### config.mk
export PLATFORM = sky130hd
export DESIGN_NAME = cfg_regbank_flat
export DESIGN_NICKNAME = d
export VERILOG_FILES = /design/src/verilog/cfg_pkg.sv /design/src/verilog/cfg_if.sv /design/src/verilog/cfg_regbank.sv /design/src/flat_wrapper.sv
export SDC_FILE = /design/constraint.sdc
export NUM_CORES = 1
export LEC_CHECK = 0
export BUFFER_PORTS_ARGS = -buffer_cell sky130_fd_sc_hd__buf_2
export CORE_ASPECT_RATIO = 0.8
export CORE_UTILIZATION = 62
export CTS_BUF_LIST = sky130_fd_sc_hd__clkbuf_4 sky130_fd_sc_hd__clkbuf_8
export DETAILED_ROUTE_END_ITERATION = 10
export PLACE_DENSITY = 0.83
export SYNTH_ARGS = -nofsm -noshare
export SYNTH_HDL_FRONTEND = slang
export SYNTH_SLANG_ARGS = --single-unit
### constraint.sdc
create_clock -name CORE_CLK -period 2.2 [get_ports CORE_CLK]
set_input_delay 0.44 -clock CORE_CLK [delete_from_list [all_inputs] [get_ports CORE_CLK]]
set_output_delay 0.44 -clock CORE_CLK [all_outputs]
set_load 0.05 [all_outputs]
### src/verilog/cfg_pkg.sv
// shared constants for the converter configuration register bank
`default_nettype none
package cfg_pkg;
  // register offsets
  localparam logic [9:0] OFS_CHAN_INDEX   = 10'h005;
  localparam logic [9:0] OFS_POWER_MODE   = 10'h008;
  localparam logic [9:0] OFS_SER_OUT_CTL  = 10'h021;
  localparam logic [9:0] OFS_CHAN_STATUS  = 10'h022;
  localparam logic [9:0] OFS_USER_IO_TWO  = 10'h101;
  localparam logic [9:0] OFS_USER_IO_THR  = 10'h102;
  localparam logic [9:0] OFS_CAL_STATUS   = 10'h107;
  localparam logic [9:0] OFS_CLK_MON_CTL  = 10'h112;
  localparam logic [9:0] OFS_REF_CTL      = 10'h114;
  // reset values
  localparam logic [7:0] RST_CHAN_INDEX   = 8'h33;
  localparam logic [7:0] RST_POWER_MODE   = 8'h00;
  localparam logic [7:0] RST_SER_OUT_CTL  = 8'h30;
  localparam logic [7:0] RST_CHAN_STATUS  = 8'h00;
  localparam logic [7:0] RST_USER_IO      = 8'h00;
  localparam logic [7:0] RST_CLK_MON_CTL  = 8'h07;
  localparam logic [7:0] RST_REF_CTL      = 8'h00;
  // field positions
  localparam int SER_MODE_LSB  = 4;
  localparam int RECOVERY_LSB  = 3;
  localparam int REF_DRIVE_BIT = 2;
  localparam int CS_PWDN_BIT   = 0;
  localparam int CS_ORST_BIT   = 2;
  localparam int IDX_DCO_BIT   = 5;
  localparam int IDX_FCO_BIT   = 4;
  // field values
  localparam logic [2:0] RECOVERY_OFF = 3'h0;
  localparam logic [2:0] RECOVERY_ON  = 3'h5;
  localparam logic [1:0] PM_NORMAL    = 2'h0;
  localparam logic [1:0] PM_PWDN      = 2'h1;
  localparam logic [1:0] PM_STANDBY   = 2'h2;
  localparam logic [1:0] PM_DIG_RST   = 2'h3;
  localparam logic [7:0] IDX_CHAN_B   = 8'h02;
  localparam logic [7:0] IDX_CLK_A    = 8'h31;
  localparam logic [7:0] CS_PWDN_VAL  = 8'h01;
  localparam logic [7:0] PM_RST_VAL   = 8'h03;
  // cycles of foreground calibration after a digital reset
  localparam logic [7:0] CAL_CYCLES   = 8'h40;
  // controller host register offsets
  localparam logic [3:0] HOST_CMD     = 4'h0;
  localparam logic [3:0] HOST_STATUS  = 4'h1;
  localparam logic [3:0] HOST_IRQ     = 4'h2;
  localparam logic [3:0] HOST_MASK    = 4'h3;
  localparam logic [3:0] HOST_RDATA   = 4'h4;
  localparam logic [3:0] HOST_ADDR    = 4'h5;
  localparam logic [3:0] HOST_WDATA   = 4'h6;
  // serialization modes
  typedef enum logic [2:0] {
    SER_SDR2_BIT  = 3'h0,
    SER_SDR2_BYTE = 3'h1,
    SER_DDR2_BIT  = 3'h2,
    SER_DDR2_BITB = 3'h3,
    SER_DDR1_WORD = 3'h4
  } ser_mode_t;
endpackage
`default_nettype wire

### src/verilog/cfg_if.sv
// register access link between controller and converter register bank
`default_nettype none
interface cfg_if;
  logic       req;    // access strobe
  logic       we;     // write when high
  logic [9:0] addr;   // register offset
  logic [7:0] wdata;  // write data
  logic [7:0] rdata;  // read data, cycle after req
  modport dev  (input req, we, addr, wdata, output rdata);
  modport ctrl (output req, we, addr, wdata, input rdata);
endinterface
`default_nettype wire

### src/verilog/cfg_regbank.sv
// converter configuration register bank with channel index steering
//
// Implementation choice: strobed register access.
`default_nettype none
module cfg_regbank
  import cfg_pkg::*;
(
  input  wire logic CORE_CLK,           // register clock
  input  wire logic RST_B,              // async reset, active low
  cfg_if.dev        BUS,                // register access port
  output logic [2:0] SER_MODE,          // serialization mode
  output logic [1:0] CHAN_PWDN,         // per channel power-down
  output logic [1:0] CHAN_ORST,         // per channel output reset
  output logic [1:0] CLK_ORST,          // data_clock_out, frame_clock_out reset
  output logic       RECOVERY_EN,       // clock recovery active
  output logic       REF_DRIVE_EXT,     // drive reference externally
  output logic [1:0] REF_LEVEL,         // internal reference level
  output logic [1:0] POWER_MODE,        // power mode field
  output logic       CAL_BUSY           // foreground calibration running
);
  logic [7:0] idx_q, pm_q, ser_q, io2_q, io3_q, clkmon_q, ref_q, cal_q, rdata_q;
  logic [7:0] cs_q [4];  // per target: chan A, chan B, frame clk, data clk
  logic [7:0] cal_cnt_q;

  // ---------------------------------------------------------------
  // decode
  // ---------------------------------------------------------------
  wire wr = BUS.req & BUS.we;
  wire rd = BUS.req & ~BUS.we;
  wire [3:0] tgt = {idx_q[IDX_DCO_BIT], idx_q[IDX_FCO_BIT], idx_q[1:0]};

  // write enables; calibration status has none, so writes fall away
  wire idx_wr    = wr & (BUS.addr == OFS_CHAN_INDEX);
  wire pm_wr     = wr & (BUS.addr == OFS_POWER_MODE);
  wire ser_wr    = wr & (BUS.addr == OFS_SER_OUT_CTL);
  wire cs_wr     = wr & (BUS.addr == OFS_CHAN_STATUS);
  wire io2_wr    = wr & (BUS.addr == OFS_USER_IO_TWO);
  wire io3_wr    = wr & (BUS.addr == OFS_USER_IO_THR);
  wire clkmon_wr = wr & (BUS.addr == OFS_CLK_MON_CTL);
  wire ref_wr    = wr & (BUS.addr == OFS_REF_CTL);

  // lowest selected target: chan A, chan B, frame clk, data clk
  function automatic logic [1:0] first_target(input logic [3:0] sel);
    logic [1:0] pick;
    pick = 2'h3;
    for (int i = 3; i >= 0; i--)
    begin
      if (sel[i])
        pick = 2'(i);
    end
    return pick;
  endfunction
  // first selected target supplies the read of a local register
  wire [1:0] rd_sel = first_target(tgt);

  // ---------------------------------------------------------------
  // global registers, written whatever the index holds
  // ---------------------------------------------------------------
  // channel index, steers the local writes
  always_ff @(posedge CORE_CLK or negedge RST_B)
  begin
    if (!RST_B)
      idx_q <= RST_CHAN_INDEX;
    else if (idx_wr)
      idx_q <= BUS.wdata;
  end

  // power mode
  always_ff @(posedge CORE_CLK or negedge RST_B)
  begin
    if (!RST_B)
      pm_q <= RST_POWER_MODE;
    else if (pm_wr)
      pm_q <= BUS.wdata;
  end

  // serial output control
  always_ff @(posedge CORE_CLK or negedge RST_B)
  begin
    if (!RST_B)
      ser_q <= RST_SER_OUT_CTL;
    else if (ser_wr)
      ser_q <= BUS.wdata;
  end

  // user io control two
  always_ff @(posedge CORE_CLK or negedge RST_B)
  begin
    if (!RST_B)
      io2_q <= RST_USER_IO;
    else if (io2_wr)
      io2_q <= BUS.wdata;
  end

  // user io control three
  always_ff @(posedge CORE_CLK or negedge RST_B)
  begin
    if (!RST_B)
      io3_q <= RST_USER_IO;
    else if (io3_wr)
      io3_q <= BUS.wdata;
  end

  // clock monitor control
  always_ff @(posedge CORE_CLK or negedge RST_B)
  begin
    if (!RST_B)
      clkmon_q <= RST_CLK_MON_CTL;
    else if (clkmon_wr)
      clkmon_q <= BUS.wdata;
  end

  // reference control
  always_ff @(posedge CORE_CLK or negedge RST_B)
  begin
    if (!RST_B)
      ref_q <= RST_REF_CTL;
    else if (ref_wr)
      ref_q <= BUS.wdata;
  end

  // ---------------------------------------------------------------
  // local channel status, one copy per target
  // ---------------------------------------------------------------
  genvar g;
  generate
    for (g = 0; g < 4; g++)
    begin : g_cs
      always_ff @(posedge CORE_CLK or negedge RST_B)
      begin
        if (!RST_B)
          cs_q[g] <= RST_CHAN_STATUS;
        else if (cs_wr && tgt[g])
          cs_q[g] <= BUS.wdata;
      end
    end
  endgenerate

  // ---------------------------------------------------------------
  // foreground calibration after a digital reset
  // ---------------------------------------------------------------
  wire dig_rst = pm_wr & (BUS.wdata[1:0] == PM_DIG_RST);
  always_ff @(posedge CORE_CLK or negedge RST_B)
  begin
    if (!RST_B)
    begin
      cal_cnt_q <= CAL_CYCLES;  // calibration runs at power-up
      cal_q     <= 8'h03;
    end
    else if (dig_rst)
    begin
      cal_cnt_q <= CAL_CYCLES;
      cal_q     <= 8'h03;
    end
    else if (cal_cnt_q != 8'h00)
      cal_cnt_q <= cal_cnt_q - 8'h01;
    else
      cal_q     <= 8'h00;
  end

  // ---------------------------------------------------------------
  // read data, one cycle after the strobe
  // ---------------------------------------------------------------
  logic [7:0] rmux;
  always_comb
  begin
    case (BUS.addr)
      OFS_CHAN_INDEX:  rmux = idx_q;
      OFS_POWER_MODE:  rmux = pm_q;
      OFS_SER_OUT_CTL: rmux = ser_q;
      OFS_CHAN_STATUS: rmux = cs_q[rd_sel];
      OFS_USER_IO_TWO: rmux = io2_q;
      OFS_USER_IO_THR: rmux = io3_q;
      OFS_CAL_STATUS:  rmux = cal_q;
      OFS_CLK_MON_CTL: rmux = clkmon_q;
      OFS_REF_CTL:     rmux = ref_q;
      default:         rmux = 8'h00;
    endcase
  end
  always_ff @(posedge CORE_CLK or negedge RST_B)
  begin
    if (!RST_B)
      rdata_q <= 8'h00;
    else if (rd)
      rdata_q <= rmux;
  end
  assign BUS.rdata = rdata_q;

  // ---------------------------------------------------------------
  // outputs
  // ---------------------------------------------------------------
  assign SER_MODE      = ser_q[SER_MODE_LSB +: 3];
  assign CHAN_PWDN     = {cs_q[1][CS_PWDN_BIT], cs_q[0][CS_PWDN_BIT]};
  assign CHAN_ORST     = {cs_q[1][CS_ORST_BIT], cs_q[0][CS_ORST_BIT]};
  assign CLK_ORST      = {cs_q[3][CS_ORST_BIT], cs_q[2][CS_ORST_BIT]};
  assign RECOVERY_EN   = clkmon_q[RECOVERY_LSB +: 3] == RECOVERY_ON;
  assign REF_DRIVE_EXT = ref_q[REF_DRIVE_BIT];
  assign REF_LEVEL     = ref_q[1:0];
  assign POWER_MODE    = pm_q[1:0];
  assign CAL_BUSY      = cal_q != 8'h00;
endmodule // cfg_regbank
`default_nettype wire

### src/flat_wrapper.sv
// flat-port wrapper written by rule: the top's interface ports become plain ports
module cfg_regbank_flat import cfg_pkg::*;
  (CORE_CLK, RST_B, SER_MODE, CHAN_PWDN, CHAN_ORST, CLK_ORST, RECOVERY_EN, REF_DRIVE_EXT, REF_LEVEL, POWER_MODE, CAL_BUSY, BUS_req, BUS_we, BUS_addr, BUS_wdata, BUS_rdata);
  cfg_if BUS_i ();
  input  wire logic CORE_CLK;
  input  wire logic RST_B;
  output logic [2:0] SER_MODE;
  output logic [1:0] CHAN_PWDN;
  output logic [1:0] CHAN_ORST;
  output logic [1:0] CLK_ORST;
  output logic RECOVERY_EN;
  output logic REF_DRIVE_EXT;
  output logic [1:0] REF_LEVEL;
  output logic [1:0] POWER_MODE;
  output logic CAL_BUSY;
  input wire logic [$bits(BUS_i.req)-1:0] BUS_req;
  input wire logic [$bits(BUS_i.we)-1:0] BUS_we;
  input wire logic [$bits(BUS_i.addr)-1:0] BUS_addr;
  input wire logic [$bits(BUS_i.wdata)-1:0] BUS_wdata;
  output wire logic [$bits(BUS_i.rdata)-1:0] BUS_rdata;
  assign BUS_i.req = BUS_req;
  assign BUS_i.we = BUS_we;
  assign BUS_i.addr = BUS_addr;
  assign BUS_i.wdata = BUS_wdata;
  assign BUS_rdata = BUS_i.rdata;
  cfg_regbank u_core (.CORE_CLK(CORE_CLK), .RST_B(RST_B), .BUS(BUS_i), .SER_MODE(SER_MODE), .CHAN_PWDN(CHAN_PWDN), .CHAN_ORST(CHAN_ORST), .CLK_ORST(CLK_ORST), .RECOVERY_EN(RECOVERY_EN), .REF_DRIVE_EXT(REF_DRIVE_EXT), .REF_LEVEL(REF_LEVEL), .POWER_MODE(POWER_MODE), .CAL_BUSY(CAL_BUSY));
endmodule
==> results.py, run 1 <==
metrics = {
    "worst_hold_path": {
        "min_path_type": "in2async",
    },
    "clock_network": {
        "cts_hold_buf": 0,
        "cts_tree": "built",
        "htree_levels": 3,
        "clock_latency_ns": 0.38,
        "cts_buffers": 9,
        "post_cts_buffers": 0,
        "cts_buffer_depth": 2,
        "root_buffer": "clkbuf_8",
        "path_clk_slew_ns": 0.10,
        "ctsResizeCount": 0,
        "cts_sinks": 105,
    },
    "final_layout": {
        "seq_area_sq_mm": 0.00264,
        "drive_above_1_share_pct": 43.0,
        "antenna_cells": 0,
        "final_core_util_pct": 71.9,
        "multi_input_area_sq_mm": 0.00234,
        "fillers": 557,
        "fin_cells": 592,
        "fin_nets": 503,
        "areaGrowthSynthToFinish_pct": 11.4,
    },
    "pwr": {
        "pwr_density_cell_mw_per_mm2": 597,
        "static-leakage-power_nw": 2.71,
        "finalPower_w": 0.00344,
        "vdd_drop_max_mv": 0.469,
    },
    "sta": {
        "final_hold_viol_count": 0,
        "period_needed_ns": 1.84,
        "fin_worst_skew_ns": 0.0141,
        "setup_total_negative_slack_ns": 0,
        "rsz0062_at_grt": "false",
        "relSlewSlack_pct": 61.3,
        "worst_slew_pin_slew_ns": 0.580,
        "period_share_pct": 83.5,
        "timing.fmax_mhz": 544,
        "finalSetupViolations": 0,
        "slew_violations": 0,
    },
    "detailed_routing": {
        "routed_via_density": 6.22,
        "drt_iter0_markers": 411,
        "drtPass1Iterations": 5,
        "vias": 3684,
        "detail_route.wl_per_cell_microns": 20.3,
        "wl_microns": 12000,
        "drc": 0,
        "ant_nets": 0,
    },
    "floorplanning": {
        "die_h_microns": 83.7,
        "die_w_microns": 104,
        "start_util_pct": 64.6,
        "num_rows": 29,
        "ioPinCount": 46,
        "fp.coreArea_sq_mm": 0.00802,
        "die_area_sq_mm": 0.00872,
    },
    "global_routing": {
        "grt_max_degree": 42,
        "grt-ovfl-total": 0,
        "grt_pass1_vias": 3835,
        "grt.total_usage_pct": 30.0,
        "grt_pass1_wl_microns": 19900,
        "antenna_found_initial": 0,
    },
    "worst_setup_path": {
        "crit_fanout": 7,
        "crit_slowest_cell": "dfstp_2",
        "path_cells": "mux2_2 -> mux2i_1 -> o21ai_0 -> a221oi_1 -> a22oi_1",
        "critPathKind": "reg2reg",
        "rrSetupSlack_ns": 0.36,
        "crit_path_end_kind": "flip-flop",
        "cp.required_ns": 2.45,
        "cp-start-kind": "flip-flop",
        "arrival_ns": 2.09,
        "crit_path_max_incr_delay_ns": 0.66,
    },
    "job": {
        "maxCapViolCount": 0,
    },
    "yosys": {
        "synth_cell_types": 47,
        "yosysWarnings": 0,
        "synth.net_count": 454,
        "syn_area_sq_mm": 0.00518,
        "synth_cells": 430,
        "yosysSeqAreaShare_pct": 51.0,
        "synth_edf_count": 0,
        "ys.flop_type": "dfrtp_1",
        "async_reset_ff_share_pct": 100,
        "avgSynthCellArea_sq_um": 12.0,
        "synth.ff_latch_count": 105,
    },
    "placed_design": {
        "hpwl_microns": 8950,
        "place_inst": 576,
        "place_congestion": 0.917,
        "io_buffers": 45,
    },
    "run_status": {
        "status": "completed",
    },
}
[layout make-up]
class | count | share of cell area (%)
Multi-Input combinational cell | 286 | 40.5
Clock inverter | 6 | 0.824
Timing Repair Buffer | 71 | 7.77
Tap cell | 108 | 2.34
Inverter | 6 | 0.390
Sequential cell | 105 | 45.8
Clock buffer | 10 | 2.39
[kinds of logic (layout without fill, tap and decap cells)]
group / count (synthesis) / count (layout) / share of synthesized area (%)
xor gates and xnor gates: 6 / 6 / 1.01
DFF: 105 / 105 / 51.0
muxes: 104 / 104 / 22.3
and+or+nand+nor: 105 / 105 / 12.0
adders and majority gates: 2 / 2 / 0.483
AOI/OAI and AO/OA: 69 / 69 / 9.23
buffers and inverters: 39 / 93 / 3.89
[layout by cell type, fill, tap and decap left out, types with 6 or more instances in the layout]
cell type / count
nand2_2: 6
a211oi_1: 7
nand3_1: 10
buf_2: 44
inv_1: 6
o21ai_0: 15
nor2b_1: 6
a22oi_1: 25
dfstp_2: 11
dfrtp_1: 94
nor2_1: 23
mux2_2: 92
mux2i_1: 11
nand2_1: 27
clkbuf_8: 10
buf_4: 25
[cell usage after synthesis (all sizes together) (4+ instances only)]
master / instances / area, sq um
a211oi: 7 / 52.6
a21oi: 5 / 25.0
a221oi: 5 / 43.8
a22oi: 25 / 188
and3: 4 / 25.0
buf: 17 / 118
clkbuf: 16 / 61.3
dfrtp: 94 / 2350
dfstp: 11 / 289
inv: 6 / 22.5
mux2: 93 / 1050
mux2i: 11 / 110
nand2: 33 / 139
nand2b: 4 / 25.0
nand3: 12 / 70.1
nor2: 24 / 92.6
nor2b: 6 / 37.5
nor3: 8 / 61.3
nor4: 4 / 70.1
o21ai: 15 / 75.1
xor2: 4 / 35.0
[path summary, 6_finish.rpt]
check | startpoint | endpoint | cells after the start
worst max-delay path | u_core.idx_q[4] | u_core.BUS.rdata[7] | 5
worst min-delay path | RST_B | u_core.CHAN_ORST[1] | 1
worst max register to register | u_core.idx_q[4] | u_core.BUS.rdata[7] | 5
worst min register to register | u_core.cs_q[7] | u_core.cs_q[7] | 1
max in group asynchronous | RST_B | u_core.clkmon_q[2] | 2
min in group CORE_CLK | BUS_wdata[0] | u_core.clkmon_q[0] | 3
[layer usage]
metal | vias up | wire length (microns) | GRT usage [%]
met4 | 0 | 256 | 10.0
met2 | 172 | 5710 | 47.2
met1 | 1830 | 5070 | 41.8
li1 | 1654 | - | -
met5 | - | 0 | 0
met3 | 28 | 962 | 6.48
[stage by stage]
stage / setup WS, ns / hold WS, ns / cell area, sq um
after global placement: 0.115 / 0.470 / 5580
after floorplan: 0.187 / 0.144 / 5180
final: 0.363 / 0.0609 / 5770
after CTS: 0.358 / 0.0550 / 5770
after detailed placement: 0.121 / 0.470 / 5580
after global routing: 0.242 / 0.0840 / 5770
[registers in the layout, summed over array words and instances, names as in the netlist]
signal	cells
u_core.cal_cnt_q	8
u_core.BUS.rdata	8
u_core.io3_q	8
u_core.CLK_ORST	2
u_core.CHAN_ORST	2
u_core.cs_q	26
u_core.CHAN_PWDN	2
u_core.ref_q	8
u_core.cal_q	1
u_core.pm_q	8
u_core.io2_q	8
u_core.idx_q	8
u_core.ser_q	8
u_core.clkmon_q	8
[power breakdown]
part,internal (W),switching (W),leakage (nW)
combinational,0.0000961,0.000177,1.20
clock,0.000457,0.000665,0.0989
sequential,0.00199,0.0000589,1.41
total,0.00254,0.000901,2.71
[critical path, delay by kind of cell, from the launching register on]
family	cells	cell delay, ns
flip-flops	1	0.66
multiplexers	2	0.50
AO/OA/AOI/OAI	3	0.55
Note: power is estimated with default switching activity, not from simulation.
==> run 2: changes to the inputs <==
==> constraint.sdc (replaced) <==
create_clock -name CORE_CLK -period 1.8 [get_ports CORE_CLK]
set_input_delay 0.36 -clock CORE_CLK [delete_from_list [all_inputs] [get_ports CORE_CLK]]
set_output_delay 0.36 -clock CORE_CLK [all_outputs]
set_load 0.05 [all_outputs]
==> results.py, run 2 (synthesis results as in run 1) <==
metrics = {
    "clock_network": {
        "root_buffer": "clkbuf_8",
        "path_clk_slew_ns": 0.09,
        "cts_tree": "built",
        "htree_levels": 3,
        "cts_buffers": 9,
        "clock_latency_ns": 0.38,
        "cts_sinks": 105,
        "cts_buffer_depth": 2,
    },
    "final_layout": {
        "top_register": "u_core.cs_q",
        "drive_above_1_share_pct": 48.6,
        "fin_nets": 531,
        "fin_cells": 620,
        "largest_reg_flops": 26,
        "layout_common_cells": "94 x dfrtp_1, 91 x mux2_2, 52 x buf_4, 44 x buf_2, 27 x nand2_1",
        "antenna_cells": 0,
        "areaGrowthSynthToFinish_pct": 17.0,
        "final_cell_area_sq_mm": 0.00606,
        "final_common_cell": "dfrtp_1",
    },
    "placed_design": {
        "hpwl_microns": 9150,
        "place_area_sq_mm": 0.00579,
        "place_congestion": 0.987,
        "place_inst": 602,
        "pre_cts_ws_ns": -0.186,
        "io_buffers": 45,
    },
    "worst_setup_path": {
        "critPathKind": "reg2reg",
        "path_cells": "mux2_2 -> mux2i_2 -> o21ai_2 -> a221oi_2 -> a22oi_1",
        "crit_slowest_cell": "dfstp_2",
        "cp.required_ns": 2.04,
        "crit_path_max_incr_delay_ns": 0.65,
        "critical_path_buf_inv_count": 0,
        "arrival_ns": 2.03,
        "crit_path_end_kind": "flip-flop",
        "crit_fanout": 8,
        "worst_path_dominant_cell_family": "flip-flops",
        "cp-start-kind": "flip-flop",
    },
    "detailed_routing": {
        "detail_route.wl_per_cell_microns": 20.6,
        "vias": 3877,
        "drtPass1Iterations": 5,
        "wl_microns": 12700,
        "ant_nets": 0,
        "routed_via_density": 6.25,
        "drc": 0,
        "drt_iter0_markers": 276,
    },
    "global_routing": {
        "grt.total_usage_pct": 31.6,
        "grt_max_degree": 37,
        "grt-ovfl-total": 0,
        "antenna_found_initial": 0,
        "grt_pass1_vias": 3954,
        "grt_pass1_wl_microns": 20900,
    },
    "sta": {
        "setup_slack_ns": 0.0141,
        "period_needed_ns": 1.79,
        "period_share_pct": 99.2,
        "timing.hold.ws_ns": 0.352,
        "finalSetupViolations": 0,
        "fin_worst_skew_ns": 0.00377,
        "final_hold_viol_count": 0,
        "timing.fmax_mhz": 560,
        "rsz0062_at_grt": "true",
        "slew_violations": 0,
        "relSlewSlack_pct": 64.3,
        "worst_slew_pin_slew_ns": 0.535,
    },
    "pwr": {
        "pwr_density_cell_mw_per_mm2": 705,
        "pwr-share-clk_pct": 32.6,
        "p_switching_w": 0.00107,
        "static-leakage-power_nw": 2.87,
        "vdd_drop_max_mv": 0.565,
        "seq_power_share_pct": 58.9,
        "switching_share_pct": 25.2,
        "internal_power_w": 0.00320,
        "p_comb_share_pct": 8.5,
    },
    "floorplanning": {
        "die_h_microns": 83.7,
        "die_w_microns": 104,
        "die_area_sq_mm": 0.00872,
        "num_rows": 29,
        "start_util_pct": 64.6,
        "fp.coreArea_sq_mm": 0.00802,
        "ioPinCount": 46,
    },
    "run_status": {
        "status": "completed",
    },
    "worst_hold_path": {
        "min_path_type": "in2reg",
    },
    "job": {
        "maxCapViolCount": 0,
    },
}
-- run 2: cell count changes in the layout (fill, tap and decap cells not counted), moves of 3 or more --
cell,delta
mux2i_1,-4
mux2i_2,+4
clkbuf_4,+3
buf_4,+27
-- run 2: worst paths after layout --
check | start | endpoint | slack, ns | cells after the start
worst max-delay path | u_core.idx_q[4] | u_core.BUS.rdata[7] | 0.01 | 5
worst min-delay path | BUS_wdata[0] | u_core.clkmon_q[0] | 0.35 | 3
worst max register to register | u_core.idx_q[4] | u_core.BUS.rdata[7] | 0.01 | 5
worst min register to register | u_core.io3_q[7] | u_core.io3_q[7] | 0.51 | 1
max in group asynchronous | RST_B | u_core.io2_q[0] | 0.64 | 3
min in group asynchronous | RST_B | u_core.io3_q[3] | 0.49 | 2
-- run 2: layer usage --
| layer | wire, microns | share of wire, % | GRT usage (%) |
|---|---|---|---|
| met1 | 5720 | 45 | 43.6 |
| met2 | 5850 | 46 | 48.2 |
| met3 | 937 | 7.4 | 8.27 |
| met5 | 0 | 0 | 0 |
| met4 | 236 | 1.9 | 12.2 |
-- run 2: power groups by stage --
stage          Clock [W]  Sequential, W  Combinational [W]
3_5_place_dp           0        0.00255           0.000354
4_1_cts          0.00143        0.00250           0.000359
3_3_place_gp           0        0.00254           0.000340
6_report         0.00139        0.00252           0.000362
5_1_grt          0.00151        0.00252           0.000400
2_1_floorplan          0        0.00253           0.000185
-- run 2: cell type report --
| cell class | count | area, sq um |
|---|---|---|
| sequential | 105 | 2640 |
| multi-input combinational | 286 | 2410 |
| fill | 522 | 1960 |
| timing repair buffer | 99 | 661 |
| clock buffer | 14 | 174 |
| tap | 108 | 135 |
| inverter | 6 | 22.5 |
| clock inverter | 2 | 13.8 |
-- run 2: timing repair --
action                                 4_1_cts  5_1_grt
hold buffers                                 1        0
setup endpoints to repair                    4        7
setup buffers                                1        0
pin swaps                                    3        4
endpoints found under the hold margin       29        0
resized for setup                            6       10
-- run 2: through the flow --
step / utilization (%) / power (W) / setup TNS, ns
global route: 75.6 / 0.00443 / -0.0929
floorplan: - / 0.00272 / -1.15
detailed placement: 72.2 / 0.00290 / -10.41
CTS: 75.0 / 0.00429 / 0
finish: 75.6 / 0.00427 / 0
global placement: 72.2 / 0.00288 / -8.88
-- run 2: tightest hold or removal path: stages --
cell     delay [ns]
buf_2          0.20
nand2_1        0.09
o21ai_0        0.07
